==> src/hdl/pcs_regs.svh <==
// register offsets, field positions, constants and reset values for the config register bank
`ifndef PCS_REGS_SVH
`define PCS_REGS_SVH
`define PCS_OFF_WIN_BASE 12'h010
`define PCS_OFF_IRQ_FN0 12'h03c
`define PCS_OFF_IDENT_FN1 12'h100
`define PCS_OFF_CMDSTAT_FN1 12'h104
`define PCS_WIN_LSB 12
`define PCS_IRQ_PIN_VAL 8'h01
`define PCS_MIN_GRANT_VAL 8'h05
`define PCS_MAX_LAT_VAL 8'h0f
`define PCS_CMD_MEM_BIT 1
`define PCS_CMD_PAR_BIT 6
`define PCS_CMD_SERR_BIT 8
`define PCS_ST_FBB_BIT 23
`define PCS_ST_TIM0_BIT 25
`define PCS_ST_TIM1_BIT 26
`define PCS_ST_TARGET_ABORT_SIGNALLED_BIT 27
`define PCS_ST_SERR_BIT 30
`define PCS_ST_PERR_BIT 31
`define PCS_ST_STICKY_MASK 32'hc8000000
`define PCS_RST_WIN_BASE 20'h00000
`define PCS_RST_IRQ_LINE 8'h00
`define PCS_RST_CMD 3'h0
`endif

==> src/hdl/pcs_pkg.sv <==
// types shared by the config register bank
package pcs_pkg;
    // one configuration access as presented by the host side
    typedef struct packed {
        logic valid;
        logic write;
        logic [11:0] addr;
        logic [3:0] be;
        logic [31:0] wdata;
    } pcs_cfg_req_type;
    // one memory access aimed at the device
    typedef struct packed {
        logic valid;
        logic [31:0] addr;
    } pcs_mem_req_type;
    // register selected by a configuration address
    typedef enum logic [2:0] {
        PCS_SEL_NONE,
        PCS_SEL_WIN,
        PCS_SEL_IRQ,
        PCS_SEL_IDENT,
        PCS_SEL_CMDST
    } pcs_sel_type;
endpackage

==> src/hdl/pcs_status_bits.sv <==
// sticky status bits of the bridge function, set by events and cleared by writing one
`timescale 1ns/1ps
`default_nettype none
module pcs_status_bits #(
    parameter int WIDTH = 3
) (
    input wire logic CLK,
    input wire logic RST_N,
    input wire logic [WIDTH-1:0] SET,
    input wire logic [WIDTH-1:0] CLR,
    output logic [WIDTH-1:0] Q
);
    logic [WIDTH-1:0] bits_ff;
    logic [WIDTH-1:0] nxt_bits;
    genvar i;
    // each bit: a set in the same cycle as a clear wins
    assign nxt_bits = SET | (bits_ff & ~CLR);
    // all status bits register together
    always_ff @(posedge CLK) begin
        if (!RST_N) begin
            bits_ff <= {WIDTH{1'b0}};
        end else begin
            bits_ff <= nxt_bits;
        end
    end
    // per-bit checks of set priority and clearing
    generate
        for (i = 0; i < WIDTH; i++) begin : g_bit
            property p_set_wins;
                @(posedge CLK) disable iff (!RST_N) SET[i] |=> bits_ff[i];
            endproperty
            a_set_wins: assert property (p_set_wins) else $error("status bit lost its set");
            property p_clear_works;
                @(posedge CLK) disable iff (!RST_N) (CLR[i] && !SET[i]) |=> !bits_ff[i];
            endproperty
            a_clear_works: assert property (p_clear_works) else $error("status bit not cleared");
        end
    endgenerate
    assign Q = bits_ff;
endmodule
`default_nettype wire

==> src/hdl/pcs_config_regs.sv <==
// configuration register bank: register window base, fn0 irq register, bridge ident and cmd/status
`timescale 1ns/1ps
`default_nettype none
`include "pcs_regs.svh"
module pcs_config_regs #(
    parameter logic [15:0] MAKER_CODE = 16'h5a5a, // arbitrary value
    parameter logic [15:0] PART_CODE = 16'ha5a5 // arbitrary value
) (
    input wire logic CLK,
    input wire logic RST_N,
    input wire pcs_pkg::pcs_cfg_req_type CFG_REQ,
    output logic [31:0] CFG_RDATA,
    output logic CFG_ACK,
    input wire pcs_pkg::pcs_mem_req_type MEM_REQ,
    input wire logic MEM_IS_LOCAL,
    input wire logic IO_REQ,
    output logic WIN_HIT,
    output logic LOCAL_HIT,
    output logic IO_HIT,
    input wire logic TARGET_ABORT_EVT,
    input wire logic PARITY_ERR_EVT,
    input wire logic SERR_EVT,
    output logic SYSTEM_ERROR_OUT_N,
    output logic PARITY_ACT
);
    // decode of a configuration address to a register
    function automatic pcs_pkg::pcs_sel_type dec_sel(input logic [11:0] a);
        case (a)
            `PCS_OFF_WIN_BASE: dec_sel = pcs_pkg::PCS_SEL_WIN;
            `PCS_OFF_IRQ_FN0: dec_sel = pcs_pkg::PCS_SEL_IRQ;
            `PCS_OFF_IDENT_FN1: dec_sel = pcs_pkg::PCS_SEL_IDENT;
            `PCS_OFF_CMDSTAT_FN1: dec_sel = pcs_pkg::PCS_SEL_CMDST;
            default: dec_sel = pcs_pkg::PCS_SEL_NONE;
        endcase
    endfunction

    // byte lane merge for writable fields
    function automatic logic [31:0] be_mask(input logic [3:0] be);
        be_mask = {{8{be[3]}}, {8{be[2]}}, {8{be[1]}}, {8{be[0]}}};
    endfunction

    logic [19:0] win_base_ff;
    logic [7:0] irq_line_ff;
    logic mem_en_ff;
    logic par_en_ff;
    logic serr_en_ff;
    logic [31:0] rdata_ff;
    logic ack_ff;
    logic serr_out_ff;
    logic [19:0] nxt_win_base;
    logic [7:0] nxt_irq_line;
    logic nxt_mem_en;
    logic nxt_par_en;
    logic nxt_serr_en;
    logic [31:0] nxt_rdata;
    logic [2:0] st_q;
    logic [2:0] st_clr;
    logic [2:0] st_set;

    // access decode
    pcs_pkg::pcs_sel_type sel;
    wire [31:0] wmask = be_mask(CFG_REQ.be);
    wire wr_go = CFG_REQ.valid & CFG_REQ.write;
    wire wr_win = wr_go & (sel == pcs_pkg::PCS_SEL_WIN);
    wire wr_irq = wr_go & (sel == pcs_pkg::PCS_SEL_IRQ);
    wire wr_cmd = wr_go & (sel == pcs_pkg::PCS_SEL_CMDST);
    wire [31:0] wmerged = CFG_REQ.wdata & wmask;
    assign sel = dec_sel(CFG_REQ.addr);

    // read views of each register
    wire [31:0] win_view = {win_base_ff, 12'h000};
    wire [31:0] irq_view = {`PCS_MAX_LAT_VAL, `PCS_MIN_GRANT_VAL,
        `PCS_IRQ_PIN_VAL, irq_line_ff};
    wire [31:0] ident_view = {PART_CODE, MAKER_CODE};
    wire [15:0] cmd_view = {7'h00, serr_en_ff, 1'b0, par_en_ff, 4'h0,
        mem_en_ff, 1'b0};
    wire [15:0] stat_view = {st_q[2], st_q[1], 2'b00, st_q[0], 2'b01, 1'b0, 1'b1,
        7'h00};
    wire [31:0] cmdst_view = {stat_view, cmd_view};

    // read data select
    assign nxt_rdata = (sel == pcs_pkg::PCS_SEL_WIN) ? win_view :
        (sel == pcs_pkg::PCS_SEL_IRQ) ? irq_view :
        (sel == pcs_pkg::PCS_SEL_IDENT) ? ident_view :
        (sel == pcs_pkg::PCS_SEL_CMDST) ? cmdst_view : 32'h00000000;

    // writable field next values; read-only bits have no storage
    assign nxt_win_base = wr_win ? ((wmerged[31:12]) | (win_base_ff & ~wmask[31:12]))
        : win_base_ff;
    assign nxt_irq_line = wr_irq ? ((wmerged[7:0]) | (irq_line_ff & ~wmask[7:0]))
        : irq_line_ff;
    assign nxt_mem_en = (wr_cmd & CFG_REQ.be[0]) ? CFG_REQ.wdata[`PCS_CMD_MEM_BIT]
        : mem_en_ff;
    assign nxt_par_en = (wr_cmd & CFG_REQ.be[0]) ? CFG_REQ.wdata[`PCS_CMD_PAR_BIT]
        : par_en_ff;
    assign nxt_serr_en = (wr_cmd & CFG_REQ.be[1]) ? CFG_REQ.wdata[`PCS_CMD_SERR_BIT]
        : serr_en_ff;

    // write-one-to-clear on status lanes 3, events set
    assign st_clr = wr_cmd ? {wmerged[`PCS_ST_PERR_BIT], wmerged[`PCS_ST_SERR_BIT],
        wmerged[`PCS_ST_TARGET_ABORT_SIGNALLED_BIT]} : 3'h0;
    assign st_set = {PARITY_ERR_EVT, SERR_EVT, TARGET_ABORT_EVT};

    pcs_status_bits #(
        .WIDTH(3)
    ) u_status (
        .CLK(CLK),
        .RST_N(RST_N),
        .SET(st_set),
        .CLR(st_clr),
        .Q(st_q)
    );

    // register state
    always_ff @(posedge CLK) begin
        if (!RST_N) begin
            win_base_ff <= `PCS_RST_WIN_BASE;
            irq_line_ff <= `PCS_RST_IRQ_LINE;
            {mem_en_ff, par_en_ff, serr_en_ff} <= `PCS_RST_CMD;
        end else begin
            win_base_ff <= nxt_win_base;
            irq_line_ff <= nxt_irq_line;
            mem_en_ff <= nxt_mem_en;
            par_en_ff <= nxt_par_en;
            serr_en_ff <= nxt_serr_en;
        end
    end

    // one-cycle answer to every configuration access
    always_ff @(posedge CLK) begin
        if (!RST_N) begin
            rdata_ff <= 32'h00000000;
            ack_ff <= 1'b0;
            serr_out_ff <= 1'b1;
        end else begin
            rdata_ff <= (CFG_REQ.valid & ~CFG_REQ.write) ? nxt_rdata : rdata_ff;
            ack_ff <= CFG_REQ.valid;
            serr_out_ff <= ~(SERR_EVT & serr_en_ff);
        end
    end

    // memory and io decode; configuration accesses stay open at all times
    wire cmd_all_zero = (cmd_view == 16'h0000);
    assign WIN_HIT = MEM_REQ.valid & ~MEM_IS_LOCAL &
        (MEM_REQ.addr[31:`PCS_WIN_LSB] == win_base_ff);
    assign LOCAL_HIT = MEM_REQ.valid & MEM_IS_LOCAL & mem_en_ff & ~cmd_all_zero;
    assign IO_HIT = IO_REQ & 1'b0;
    assign CFG_RDATA = rdata_ff;
    assign CFG_ACK = ack_ff;
    assign SYSTEM_ERROR_OUT_N = serr_out_ff;
    assign PARITY_ACT = par_en_ff & PARITY_ERR_EVT;

    // checks
    property p_ack_one;
        @(posedge CLK) disable iff (!RST_N) CFG_REQ.valid |=> CFG_ACK;
    endproperty
    a_ack_one: assert property (p_ack_one) else $error("config access not acked");
    property p_win_low;
        @(posedge CLK) disable iff (!RST_N)
        (CFG_REQ.valid && !CFG_REQ.write && sel == pcs_pkg::PCS_SEL_WIN)
        |=> CFG_RDATA[11:0] == 12'h000;
    endproperty
    a_win_low: assert property (p_win_low) else $error("window low bits nonzero");
    property p_win_store;
        @(posedge CLK) disable iff (!RST_N)
        (wr_win && CFG_REQ.be == 4'hf) |=> win_base_ff == $past(CFG_REQ.wdata[31:12]);
    endproperty
    a_win_store: assert property (p_win_store) else $error("window base not stored");
    property p_irq_const;
        @(posedge CLK) disable iff (!RST_N)
        (CFG_REQ.valid && !CFG_REQ.write && sel == pcs_pkg::PCS_SEL_IRQ)
        |=> CFG_RDATA[31:8] == 24'h0f0501;
    endproperty
    a_irq_const: assert property (p_irq_const) else $error("irq constants wrong");
    property p_ident;
        @(posedge CLK) disable iff (!RST_N)
        (CFG_REQ.valid && !CFG_REQ.write && sel == pcs_pkg::PCS_SEL_IDENT)
        |=> CFG_RDATA == {PART_CODE, MAKER_CODE};
    endproperty
    a_ident: assert property (p_ident) else $error("ident code wrong");
    property p_cmd_ro;
        @(posedge CLK) disable iff (!RST_N)
        (CFG_REQ.valid && !CFG_REQ.write && sel == pcs_pkg::PCS_SEL_CMDST)
        |=> (CFG_RDATA[15:0] & 16'hfebd) == 16'h0000 && CFG_RDATA[26:16] == 11'h280;
    endproperty
    a_cmd_ro: assert property (p_cmd_ro) else $error("read-only command bits wrong");
    property p_local_gate;
        @(posedge CLK) disable iff (!RST_N) !mem_en_ff |-> !LOCAL_HIT;
    endproperty
    a_local_gate: assert property (p_local_gate) else $error("local hit while disabled");
    property p_serr_gate;
        @(posedge CLK) disable iff (!RST_N)
        !serr_en_ff ##1 !serr_en_ff |-> SYSTEM_ERROR_OUT_N;
    endproperty
    a_serr_gate: assert property (p_serr_gate) else $error("system error while disabled");
    property p_serr_flag;
        @(posedge CLK) disable iff (!RST_N) SERR_EVT |=> st_q[1];
    endproperty
    a_serr_flag: assert property (p_serr_flag) else $error("system error flag not set");
    property p_io_never;
        @(posedge CLK) disable iff (!RST_N) !IO_HIT;
    endproperty
    a_io_never: assert property (p_io_never) else $error("io response");
    // answer, storage, status and decode checks
    property p_ack_only;
        @(posedge CLK) disable iff (!RST_N)
        CFG_ACK |-> $past(CFG_REQ.valid);
    endproperty
    a_ack_only: assert property (p_ack_only) else $error("ack without access");
    property p_rdata_hold;
        @(posedge CLK) disable iff (!RST_N)
        !(CFG_REQ.valid && !CFG_REQ.write) |=> $stable(CFG_RDATA);
    endproperty
    a_rdata_hold: assert property (p_rdata_hold) else $error("read data moved");
    property p_irq_line_store;
        @(posedge CLK) disable iff (!RST_N)
        (wr_irq && CFG_REQ.be[0]) |=> irq_line_ff == $past(CFG_REQ.wdata[7:0]);
    endproperty
    a_irq_line_store: assert property (p_irq_line_store) else $error("irq line not stored");
    property p_mem_en_store;
        @(posedge CLK) disable iff (!RST_N)
        (wr_cmd && CFG_REQ.be[0]) |=> mem_en_ff == $past(CFG_REQ.wdata[`PCS_CMD_MEM_BIT]);
    endproperty
    a_mem_en_store: assert property (p_mem_en_store) else $error("memory enable not stored");
    property p_st_clear;
        @(posedge CLK) disable iff (!RST_N)
        (wr_cmd && wmerged[`PCS_ST_PERR_BIT] && !PARITY_ERR_EVT) |=> !st_q[2];
    endproperty
    a_st_clear: assert property (p_st_clear) else $error("parity flag not cleared");
    property p_st_no_set;
        @(posedge CLK) disable iff (!RST_N)
        (wr_cmd && !st_q[2] && !PARITY_ERR_EVT) |=> !st_q[2];
    endproperty
    a_st_no_set: assert property (p_st_no_set) else $error("write set a status bit");
    property p_target_abort_signalled_flag;
        @(posedge CLK) disable iff (!RST_N)
        TARGET_ABORT_EVT |=> st_q[0];
    endproperty
    a_target_abort_signalled_flag: assert property (p_target_abort_signalled_flag) else $error("target abort flag not set");
    property p_perr_flag;
        @(posedge CLK) disable iff (!RST_N)
        PARITY_ERR_EVT |=> st_q[2];
    endproperty
    a_perr_flag: assert property (p_perr_flag) else $error("parity flag not set");
    property p_serr_out;
        @(posedge CLK) disable iff (!RST_N)
        (SERR_EVT && serr_en_ff) |=> !SYSTEM_ERROR_OUT_N;
    endproperty
    a_serr_out: assert property (p_serr_out) else $error("system error not driven");
    property p_par_ignore;
        @(posedge CLK) disable iff (!RST_N)
        !par_en_ff |-> !PARITY_ACT;
    endproperty
    a_par_ignore: assert property (p_par_ignore) else $error("parity acted while off");
    property p_par_act;
        @(posedge CLK) disable iff (!RST_N)
        (PARITY_ERR_EVT && par_en_ff) |-> PARITY_ACT;
    endproperty
    a_par_act: assert property (p_par_act) else $error("parity error not acted on");
    property p_cmd_reset;
        @(posedge CLK) disable iff (!RST_N)
        $rose(RST_N) |-> !mem_en_ff && !par_en_ff && !serr_en_ff;
    endproperty
    a_cmd_reset: assert property (p_cmd_reset) else $error("command bits not reset");
    property p_win_hit_match;
        @(posedge CLK) disable iff (!RST_N)
        (MEM_REQ.valid && !MEM_IS_LOCAL && MEM_REQ.addr[31:`PCS_WIN_LSB] == win_base_ff)
        |-> WIN_HIT;
    endproperty
    a_win_hit_match: assert property (p_win_hit_match) else $error("window hit missed");
    property p_local_open;
        @(posedge CLK) disable iff (!RST_N)
        (MEM_REQ.valid && MEM_IS_LOCAL && mem_en_ff) |-> LOCAL_HIT;
    endproperty
    a_local_open: assert property (p_local_open) else $error("local hit missed");
    c_win_hit: cover property (@(posedge CLK) disable iff (!RST_N) WIN_HIT);
    c_local_hit: cover property (@(posedge CLK) disable iff (!RST_N) LOCAL_HIT);
    c_clear: cover property (@(posedge CLK) disable iff (!RST_N) st_q[0] ##1 !st_q[0]);
    c_serr: cover property (@(posedge CLK) disable iff (!RST_N) !SYSTEM_ERROR_OUT_N);
    c_par_act: cover property (@(posedge CLK) disable iff (!RST_N) PARITY_ACT);
endmodule
`default_nettype wire

==> config.mk <==
export PLATFORM = sky130hd
export DESIGN_NAME = pcs_config_regs
export DESIGN_NICKNAME = d
export VERILOG_FILES = /design/src/hdl/pcs_pkg.sv /design/src/hdl/pcs_status_bits.sv /design/src/hdl/pcs_config_regs.sv
export VERILOG_INCLUDE_DIRS = /design/src /design/src/hdl
export SDC_FILE = /design/constraint.sdc
export NUM_CORES = 1
export LEC_CHECK = 0
export BUFFER_PORTS_ARGS = -buffer_cell sky130_fd_sc_hd__buf_2
export CAP_MARGIN = 10
export CORE_MARGIN = 8
export CORE_UTILIZATION = 47
export CTS_CLUSTER_DIAMETER = 200
export DETAILED_ROUTE_END_ITERATION = 12
export PLACE_DENSITY = 0.8
export SYNTH_ARGS = -nofsm -noshare
export SYNTH_HDL_FRONTEND = slang
export SYNTH_SLANG_ARGS = --single-unit
==> constraint.sdc <==
create_clock -name CLK -period 2.34 [get_ports CLK]
set_input_delay 0.117 -clock CLK [delete_from_list [all_inputs] [get_ports CLK]]
set_output_delay 0.117 -clock CLK [all_outputs]
set_load 0.02 [all_outputs]
==> results of run 1 <==
[area by class of cell]
class,instances,area share [%]
clock inverters,3,1.732
clock buffers,11,3.764
repair buffers,123,17.39
well taps,75,2.498
multi-input cells,247,38.94
inverters,5,0.4997
flip-flops and latches,66,35.18
[per-stage QoR]
| step | setup slack [ns] | cell area (µm²) | util (%) | total power, mW |
|---|---|---|---|---|
| global route | 0.2108 | 3756 | 63.07 | 2.445 |
| detailed placement | 0.1950 | 3540 | 59.43 | 1.363 |
| floorplan | 0.5728 | 2919 | - | 1.259 |
| finish | 0.3586 | 3756 | 63.07 | 2.363 |
| CTS | 0.3626 | 3756 | 63.07 | 2.368 |
| global placement | 0.2578 | 3540 | 59.43 | 1.359 |
[worst max-delay path: cells and delay by family, from the launching register on]
family / cells / cell delay [ns]
xor gates and xnor gates: 1 / 0.17
DFF: 1 / 0.33
and+or+nand+nor: 3 / 0.82
buffers and inverters: 1 / 0.22
[final timing paths]
path	to	slack, ns	startpoint
worst min-delay path	u_status.Q[0]	0.01	CFG_REQ[27]
worst max-delay path	WIN_HIT	0.36	register
worst min register to register	SYSTEM_ERROR_OUT_N	0.41	serr_en_ff
worst max register to register	CFG_RDATA[1]	1.37	mem_en_ff
[where the power goes]
part	leakage, nW	internal (mW)	switching, mW
logic	1.01	0.0851	0.115
registers	0.534	1.14	0.00637
clock network	0.105	0.616	0.404
total	1.65	1.84	0.526
[synthesized netlist by cell type, drive strengths merged (2+ instances only)]
cell type and instances:
xor2 9, a22oi 9, clkbuf 15, or4b 2, o21ai 25, dfxtp 66
nand3 26, and3 4, nand2 48, nand2b 3, or3 3, and2 4
a31oi 6, nor3 7, buf 8, inv 5, nand4 6, o31ai 4
a41oi 3, nor4 10, nor2 20, xnor2 12, a21oi 16, or4 3
mux2i 18
[layer usage]
metal  up-vias  routed length, µm  GRT usage, %
met5         -                  0             0
met4         0                242         9.753
met3        21                694         5.159
met2       118               4183         30.71
met1      1326               3576         23.26
li1       1424                  -             -
[cells by family after synthesis]
logic type             share of synthesized area, %
other                                        0.1286
AND/OR/NAND/NOR                               24.25
multiplexers                                  6.180
buffers and inverters                         4.635
XOR/XNOR                                      6.309
AO/OA/AOI/OAI                                 13.18
flip-flops                                    45.32
==> results.txt, run 1 <==
- Setup total negative slack on the finished layout was measured at 0 ns.
- At the pin with the least slew margin, the transition time is 0.6138 ns.
- Fraction of layout cells with a size suffix above 1: 30.55%
* Footprint of the multi-input gates: 1463 µm²
- For this run, the top clock speed supported by timing is 504.7 MHz.
- Summed over all cells, the static leakage comes to 1.650 nW.
* Area taken by flip-flops and latches: 1321 µm²
- Counting the fill cells in the layout gives 514.
- Pin count of the biggest net entering global routing: 45
- Vias: 2,889
* Type of the worst setup path: register to primary output
- Number of nets in the layout: 542
- Die width: 94.76 µm
- Clock sink count: 66
- Overall routed net length: 8.698 mm
* Routed vias/inst: 5.451
- In the layout the commonest cells are 109 x buf_2, 66 x dfxtp_1, 48 x nand2_1.
- Including well taps, the total number of placed cells is 515.
- Vertical die dimension: 94.76 µm
- Full die area: 8979 µm²
* Hold buffer count at cts: 1
- Most frequent standard cell in the layout excluding fill and tap cells: buf_2
* Antenna cell count: 0
- Clock slew seen by the registers of the worst setup and hold paths: 0.06 ns
- Of all nets on the critical path, the largest fanout is 3.
* Main area contributors after synthesis: dfxtp_1 45%, mux2i_1 6.2%, nand2_1 6.2%, nand3_1 4.5%, xnor2_1 3.6%
* Longest Clk Path Bufs: 2
- Via count of the first global-routing pass: 2,815
- The flow ran to the end, and the final reports show no timing, DRC or antenna violations.
* Final setup violation count: 0
* RSZ-0062 raised after global routing: no
- Placer congestion estimate: 0.8143
* Quantity of I/O buffers inserted on ports: 109
- STA puts the critical path data required time at 2.22 ns.
- Worst Reg2Reg Path Length in Cells: 3
- The largest single stage delay on the critical path is 0.38 ns.
- Arrival time of data at the critical path endpoint: 1.86 ns
- IR analysis of the VDD net gives a maximum drop of 0.0003911 V.
- The tree is rooted in a clkbuf_8.
* Post-cts repair resize count: 0
* Post-CTS Setup Repair Bufs: 0
- At the later pin of the worst-skew pair, clock insertion delay measures 0.33 ns.
* Fin Hold WS: 0.01473 ns
* Global route overflow: 0
- The worst path needs 1.981 ns of the cycle, external delays included.
* Total CTS buffers: 9
* Most area-hungry cell type in the Yosys netlist: dfxtp_1
- Max cap viols: 0
* Total standard cell area after synthesis: 2915 µm²
* Number of standard cells after synthesis: 340
* Predominant post-synthesis flop cell: dfxtp_1
- The final critical path takes up 84.68% of the cycle.
* Element type at the critical path start: register
* H-Tree Level Count: 3
- For this run, the register share of the synthesized area comes to 45.32%.
* Hold Path Stages: 2
- GRT Total Usage: 19.21%
- Global-route wire length before repair: 13.60 mm
* Number of placement rows: 28
- Counting flops with a built-in enable in the synthesized netlist gives 0.
* Area share of the leading cell type in the synthesized netlist: 45.32%
- Number of max-slew violations in the final report: 0
- In this run, synthesis produced a sequential element count of 66.
- Each instance of the synthesized netlist takes up on average 8.574 µm².
- Among the stages of the critical path, the cell type that occurs most often is nor4_1.
- The initial antenna violation count was 0.
* DRC: 0
- The first detailed-routing pass took 4 iterations.
- Across the routed clock network, the largest skew measured is 0.005900 ns.
* Post-layout instance count excluding filler cells: 530
- Cell chain of the critical path: xor2_1, nor4_1, nand4b_1, nor4_1, buf_2
- Antenna Violating Nets Remaining: 0
* Async SR Flop Fraction: 0%
- DRT iter0 DRCs: 199
* WL/cell: 16.41 µm
- Syn-to-layout area delta: 28.84%
* Nature of the critical path endpoint: primary output
- Worst min path class: input pin to register
- Syn. warnings: 0
* Power per standard cell area: 629.0 nW/µm²
- The region available for standard cell placement spans 5956 µm².
- TritonCTS clock tree: yes
* Count of cell types in the netlist: 38
- The final hold violation count came to 0.
- The HPWL after detailed placement is 6.687 mm.
- Starting density of the core: 48.95%
* Top-level port count: 128
- Worst-path cell with the longest stage delay: nor4_1
- Normalized max-slew margin: 58.80%
Power figures use the tool's default switching activity.
==> run 2, diff against run 1 <==
--- a/config.mk
+++ b/config.mk
@@ -6,13 +6,14 @@
 export SDC_FILE = /design/constraint.sdc
 export NUM_CORES = 1
 export LEC_CHECK = 0
+export ABC_AREA = 1
 export BUFFER_PORTS_ARGS = -buffer_cell sky130_fd_sc_hd__buf_2
 export CAP_MARGIN = 10
 export CORE_MARGIN = 8
-export CORE_UTILIZATION = 47
+export CORE_UTILIZATION = 44
 export CTS_CLUSTER_DIAMETER = 200
 export DETAILED_ROUTE_END_ITERATION = 12
-export PLACE_DENSITY = 0.8
+export PLACE_DENSITY = 0.77
 export SYNTH_ARGS = -nofsm -noshare
 export SYNTH_HDL_FRONTEND = slang
 export SYNTH_SLANG_ARGS = --single-unit
==> constraint.sdc (replaced) <==
create_clock -name CLK -period 1.7 [get_ports CLK]
set_input_delay 0.085 -clock CLK [delete_from_list [all_inputs] [get_ports CLK]]
set_output_delay 0.085 -clock CLK [all_outputs]
set_load 0.02 [all_outputs]
==> run 2 against run 1 <==
Against the previous run: count of clock-buffer cells in the layout shrank 1; area after synthesis rose by 12%; synthesized cell count is 46% higher; sequential cell count stayed put; cell count increased by 39%; setup slack got worse by 0.25 ns; sequential power increased by 37%; total power is 55% higher; critical path depth is 4 higher; register-to-register slack worse by 0.55 ns; clock power increased by 75%; die area up 16%.
==> results.txt, run 2 <==
* Status: complete, no violations
- Maximum fanout along the worst path: 3 (unchanged)
* Overall routed net length: 9.823 mm (+13%)
- The portion of synthesized cell area occupied by the leading cell type is 40.58% (-4.7 points).
- The insertion delay of the later-clocked pin in the worst-skew pair was 0.34 ns (about the same).
- Most frequent standard cell in the layout excluding fill and tap cells: nand2_1
* Top-level port count: 128 (unchanged)
* Total cell area at the placement stage: 3879 µm² (+9.6%)
- Placer congestion estimate: 0.8656 (+6.3%)
* GRT Total Usage: 19.29% (+0.087 points)
- By instance count, the leading cell after synthesis is nand2_1.
* Syn-to-layout area delta: 36.09%
* Full die area: 10,410 µm² (+16%)
- Setup repair after global routing left no endpoint under its margin.
- TritonCTS built the clock tree.
- Number of standard cells after synthesis: 497 (+46%)
* Number of placement rows: 31 (+11%)
- Starting density of the core: 45.13% (-3.8 points)
* Per-instance average area after synthesis: 6.551 µm² (-24%)
- The remaining antenna violation count after routing is 0 (unchanged).
- The CTS H-tree depth was 3 (unchanged).
- The proportion of register bits with asynchronous set or reset after synthesis came to 0% (unchanged).
- The area of all placed cells without fillers was 4431 µm² (+18%).
* Hold Startpoint: CFG_REQ[30]
- Vertical die dimension: 102.0 µm (+7.7%)
- The average detailed-routed wire length per instance came to 13.36 µm (-19%).
* Worst voltage drop across the vdd grid: 0.0003905 V (-0.16%)
* Total CTS buffers: 9 (unchanged)
* Routed vias/inst: 4.879 (-10%)
- Worst min path class: input pin to register
- Power per standard cell area: 828.2 nW/µm² (+32%)
- The fraction of the yosys area taken by sequential cells is 40.58% (-4.7 points).
- Number of fillers in the final layout: 682 (+33%)
- The max capacitance violation total came to 0 (unchanged).
- Fraction of layout cells with a size suffix above 1: 25.00% (-5.5 points)
* Pin count of the biggest net entering global routing: 35 (-22%)
- Leakage component of the power: 2.243 nW (+36%)
- Post-Place Cells: 692 (+34%)
- The floorplan die width is 102.0 µm (+7.7%).
- Longest Clk Path Bufs: 2 (unchanged)
- Global-route wire length before repair: 15.99 mm (+18%)
- Post-Route Skew: 0.005846 ns (-0.00005381 ns)
- The number of enable flip-flop cells after synthesis came to 0 (unchanged).
- Timing would allow up to 628.0 MHz.
- Number of hold violations in the final report: 0 (unchanged)
- Arrival time of data at the critical path endpoint: 1.51 ns (-0.35 ns)
- Final total negative setup slack: 0 ns (unchanged)
- Nature of the critical path endpoint: primary output
- Most area-hungry cell type in the Yosys netlist: dfxtp_1
- The total power draw came to 3.669 mW (+55%).
- The count of non-filler cells in the finished layout was 735 (+39%).
- Antenna violations before repair: 0 (unchanged)
* Total of flip-flops plus latches after synthesis: 66 (unchanged)
- In this run the clock root is driven by a clkbuf_8.
* Slew @ Worst Pin: 0.5037 ns (-0.1102 ns)
- The global route total overflow is 0 (unchanged).
- Final setup violation count: 0 (unchanged)
* Via count of the first global-routing pass: 3,375 (+20%)
- Share of the clock period used by the worst path: 93.66%
- The required time of the critical path is 1.62 ns (-0.60 ns).
* Detailed placement HPWL: 7.443 mm (+11%)
- Predominant post-synthesis flop cell: dfxtp_1
- In the synthesized netlist, the cells that appear most often are 146 x nand2_1, 73 x nor2_1, 66 x dfxtp_1.
* Length of the first detailed-routing pass in iterations: 5 (+1)
- Clock slew seen by the registers of the worst setup and hold paths: 0.07 ns (about the same)
- The number of nets in the layout is 721 (+33%).
- STA classifies the critical path startpoint as a register.
- DRT iter0 DRCs: 152 (-24%)
- Syn. warnings: 0 (unchanged)
* Normalized max-slew margin: 66.38% (+7.6 points)
- Antenna cell count: 0 (unchanged)
- Minimum clock period after layout: 1.592 ns
* Startpoint of the most critical register-to-register path: mem_en_ff
- Vias: 3,586 (+24%)
- The top cell types in the final layout, fill and taps aside, are 146 x nand2_1, 108 x buf_2, 72 x nor2_1.
- Clock sink count: 66 (unchanged)
* Core area: 7214 µm² (+21%)
* Count of cell types in the netlist: 32 (-16%)
- By area the synthesized netlist is led by dfxtp_1 41%, nand2_1 17%, nor2_1 8.4%, inv_1 6.1%, nand3_1 5.5%.
- Post-CTS Setup Repair Bufs: 0 (unchanged)
- DRC: 0 (unchanged)
- Quantity of I/O buffers inserted on ports: 109 (unchanged)
- The critical path is of the register to primary output type.
- Number of max-slew violations in the final report: 0 (unchanged)
* Total standard cell area after synthesis: 3256 µm² (+12%)
- The share of the core filled with cells in the final layout was 61.41% (-1.7 points).
==> run 2: final timing paths <==
check / to / slack (ns) / cells after the start
setup / recovery: WIN_HIT / 0.11 / 9
setup reg to reg: CFG_RDATA[1] / 0.82 / 4
hold reg to reg: SYSTEM_ERROR_OUT_N / 0.44 / 1
hold / removal: register / 0.03 / 3
==> run 2: repair_timing <==
action                     in CTS  in global routing
gates resized for setup         0                  4
setup endpoints to repair       0                  1
hold endpoints to repair       29                  0
hold buffers                   27                  0
==> run 2: area by class of cell <==
class,count,area [µm²],share of cell area [%]
Inverter,58,220.2,4.970
Timing Repair Buffer,142,875.8,19.77
Clock buffer,10,137.6,3.106
Sequential cell,66,1325,29.91
Tap cell,99,123.9,2.796
Clock inverter,6,137.6,3.106
Multi-Input combinational cell,354,1610,36.35
==> run 2: power by group <==
part	switching (mW)	internal, mW	leakage (nW)
combinational	0.171	0.148	1.57
sequential	0.00531	1.56	0.535
clock	0.621	1.17	0.137
==> run 2: cell families after synthesis <==
kind of cell    Yosys count  share of synthesized area [%]
flops                    66                          40.58
buf+inv                  78                          10.15
simple gates            286                          37.70
other cells               1                         0.1152
compound gates           60                          9.839
xor+xnor                  6                          1.614
==> run 2: per-stage QoR <==
| stage | worst slack, ns | hold slack (ns) |
|---|---|---|
| final | 0.1077 | 0.03212 |
| after global routing | 0.001240 | 0.02688 |
| after CTS | 0.07482 | 0.02656 |
| after detailed placement | 0.2244 | 0.2963 |
| after global placement | 0.2818 | 0.2912 |
| after floorplan | 0.5611 | 0.1692 |
==> run 2: layer usage <==
| metal | global-route usage [%] | wire length (µm) | up-vias |
|---|---|---|---|
| met5 | 0 | 0 | - |
| met4 | 4.402 | 91 | 0 |
| met3 | 6.335 | 1018 | 11 |
| met2 | 32.38 | 4552 | 153 |
| met1 | 23.26 | 4161 | 1606 |
| li1 | - | - | 1816 |
==> run 2: critical path: stages (launching register included) <==
cell and delay (ns):
dfxtp_1 0.39, inv_1 0.09, nand2_1 0.07, o21ai_0 0.07
nor2_1 0.09, nand2_1 0.05, nor2_1 0.11, nand2_1 0.07
nor2_1 0.08, buf_4 0.14
==> run 3, diff against run 2 <==
==> constraint.sdc (replaced) <==
create_clock -name CLK -period 1.7 [get_ports CLK]
set_input_delay 0.425 -clock CLK [delete_from_list [all_inputs] [get_ports CLK]]
set_output_delay 0.425 -clock CLK [all_outputs]
set_load 0.02 [all_outputs]
==> run 3 against run 2 <==
Against the previous run: the flow now finishes with violations (negative setup slack); count of clock-buffer cells in the layout unchanged; register-to-register slack improved by 0.04 ns; core utilization decreased by 2.8 points; critical endpoint unchanged; largest power group is now registers.
==> results.txt, run 3 (synthesized netlist as in run 2, its figures left out) <==
* Arrival time of data at the critical path endpoint: 1.41 ns (-0.10 ns)
* Total cell area at the placement stage: 3949 µm² (+1.8%)
* Routed wire length on met3: 838 µm (-18%)
- The initial standard-cell utilization of the core was 45.13% (unchanged).
- The multi-input logic area is 1615 µm² (+0.31%).
* Post-route met1 wirelength: 4.258 mm (+2.3%)
* Status: finished, violations left
- The tree is rooted in a clkbuf_8.
* Clock slew seen by the registers of the worst setup and hold paths: 0.07 ns (about the same)
- The CTS H-tree depth was 3 (unchanged).
- Non-Filler Cell Area, Final: 4232 µm² (-4.5%)
* Global-route wire length before repair: 15.55 mm (-2.8%)
* Final total negative setup slack: -0.1380 ns (-0.1380 ns)
- The startpoint identified for the worst hold timing path is SERR_EVT.
- Core area: 7214 µm² (unchanged)
- The internal power component is 2.496 mW (-13%).
- Metal2 WL: 4.310 mm (-5.3%)
* Setup ws final: -0.1380 ns (-0.2458 ns)
- Destination of the worst register-to-register timing path: CFG_RDATA[1]
- The DRC violation count after routing was 0 (unchanged).
- The worst-case clock buffer depth came to 2 (unchanged).
- Vias: 3,508 (-2.2%)
- Post-layout instance count excluding filler cells: 725 (-1.4%)
- The global route total overflow was 0 (unchanged).
- Post-Place Cells: 703 (+1.6%)
- TritonCTS built the clock tree.
- Leakage component of the power: 2.182 nW (-2.7%)
- The maximum frequency from static timing analysis is 544.1 MHz (-13%).
* Sw Pwr: 786.8 µW (-1.3%)
* Max cap viols: 0 (unchanged)
- The library cell used most frequently in the layout, excluding fill and tap cells, is nand2_1.
- Antenna cell count: 0 (unchanged)
- Detailed placement HPWL: 7.511 mm (+0.92%)
- Die width: 102.0 µm (unchanged)
* Worst Reg2Reg Path Length in Cells: 4 (unchanged)
- R2R Setup Slk: 0.86 ns (+0.04 ns)
- Overall routed net length: 9.516 mm (-3.1%)
- The clock share of power was 44.1% (-4.7 points).
- The worst supply voltage drop on vdd is 0.0003049 V (-22%).
* Element type at the critical path start: register
- The number of iterations in the first detailed-routing pass came to 4 (-1).
- Area taken by flip-flops and latches: 1333 µm² (+0.57%)
- The final max-slew violation count came to 0 (unchanged).
- The final hold violation count is 0 (unchanged).
- Commonest non-fill, non-tap cells in the layout: 146 x nand2_1, 108 x buf_2, 72 x nor2_1
- The clock tree skew after final layout was 0.007073 ns (+0.001227 ns).
* Top metal layer carrying routed signals: met4
- The worst hold path belongs to the class input pin to register.
- The count of port buffers added during placement is 109 (unchanged).
- Clk Latency, worst-skew pair: 0.34 ns (about the same)
- Power per standard cell area: 775.7 nW/µm² (-6.3%)
- The final RePlAce weighted congestion is 0.9168 (+5.9%).
* Cell chain of the critical path: inv_2, nand2_1, o21ai_0, nor2_1, nand3_1, nor2_1, nand2_1, nor2_1, buf_4
- Share of the clock period used by the worst path: 108.1% (+14 points)
- The worst hold path depth came to 2 (-1).
- Maximum fanout along the worst path: 4 (+1)
- Full die area: 10,410 µm² (unchanged)
* Syn-to-layout area delta: 29.98%
- Required arrival time at the worst endpoint: 1.27 ns (-0.35 ns)
- The average detailed-routed wire length per instance was 13.13 µm (-1.8%).
- The number of clock sinks was 66 (unchanged).
- Total CTS buffers: 9 (unchanged)
* Antenna violations before repair: 0 (unchanged)
- Counting stages on the worst path, the most repeated cell is nor2_1.
- The switching share of power came to 23.97% (+2.2 points).
- The ratio of cells with drive above 1 in the final layout came to 30.67% (+5.7 points).
* Hold buffer count at cts: 0 (-100%)
- The largest net degree at the start of global routing came to 33 (-5.7%).
- RSZ-0062 raised after global routing: yes
- Type of the worst setup path: register to primary output
- The minimum setup slack after placement is -0.01255 ns (-0.2369 ns).
* Routed vias/inst: 4.839 (-0.83%)
* Number of nets in the layout: 711 (-1.4%)
* Nature of the critical path endpoint: primary output
- The sequential share of power came to 47.6% (+5.0 points).
- The iteration-0 DRC count of the detailed router is 160 (+5.3%).
- The I/O pin count was 128 (unchanged).
* Worst-path cell with the longest stage delay: dfxtp_2
- Minimum clock period after layout: 1.838 ns (+0.2458 ns)
- Number of fillers in the final layout: 730 (+7.0%)
- Combinational cell fraction of total power: 8.4% (-0.3 points)
- The number of rows in the core area was 31 (unchanged).
- The number of setup violations in the final report was 1 (+1).
- Violations in the final reports: negative setup slack
- The delay of the slowest cell on the worst path was 0.32 ns (-0.07 ns).
- The overall track demand over capacity in global routing is 18.86% (-0.44 points).
- Antenna Violating Nets Remaining: 0 (unchanged)
* Via count of the first global-routing pass: 3,446 (+2.1%)
* Startpoint of the most critical register-to-register path: mem_en_ff
- The worst hold path terminates at SYSTEM_ERROR_OUT_N.
- Vertical die dimension: 102.0 µm (unchanged)
run 3: changes by cell type in the layout (fill, tap and decap cells not counted), moves of 4 or more:
cell / previous run / this run
buf_4: 6 / 24
dfxtp_1: 63 / 57
dfxtp_2: 3 / 9
dlygate4sd3_1: 27 / 0
inv_1: 53 / 43
inv_2: 3 / 13
o21ai_0: 15 / 11
o21ai_1: 0 / 4
run 3: critical path, delay by kind of cell (launching register included):
| kind | cells | cell delay (ns) |
|---|---|---|
| and+or+nand+nor | 6 | 0.48 |
| DFF | 1 | 0.32 |
| buffers and inverters | 2 | 0.19 |
| AOI/OAI and AO/OA | 1 | 0.08 |
run 3: metal layers:
metal	vias up	track usage, %
met5	-	0
met4	0	6.772
met3	12	5.041
met2	136	30.48
met1	1553	23.47
li1	1807	-
run 3: power groups by stage:
stage	clock [mW]	sequential (mW)	combinational (mW)
after CTS	1.47	1.56	0.273
after detailed placement	0	1.60	0.271
final	1.45	1.56	0.274
after global placement	0	1.60	0.267
after global routing	1.54	1.56	0.304
after floorplan	0	1.61	0.123
run 3: worst max path at each step:
stage	end
finish	WIN_HIT
global route	WIN_HIT
CTS	WIN_HIT
detailed placement	register
global placement	WIN_HIT
floorplan	WIN_HIT
run 3: layout make-up:
| class | instances | share of cell area (%) |
|---|---|---|
| tap | 99 | 2.927 |
| sequential | 66 | 31.49 |
| inverter | 58 | 5.204 |
| clock buffer | 10 | 3.016 |
| timing repair buffer | 132 | 17.03 |
| multi-input combinational | 354 | 38.17 |
| clock inverter | 6 | 2.158 |
run 3: per-stage QoR:
stage	total power, mW	util, %	hold WS [ns]
floorplan	1.729	-	0.3809
global placement	1.865	54.73	0.4083
detailed placement	1.869	54.73	0.4088
CTS	3.307	58.41	0.2738
global route	3.408	58.65	0.2997
finish	3.282	58.65	0.2870
run 3: what timing repair did:
| action | 4_1_cts | 5_1_grt |
|---|---|---|
| pin swaps | 8 | 7 |
| resized for setup | 20 | 5 |
| hold endpoints to repair | 0 | 0 |
| endpoints found under the setup margin | 1 | 1 |
| setup buffers | 4 | 2 |
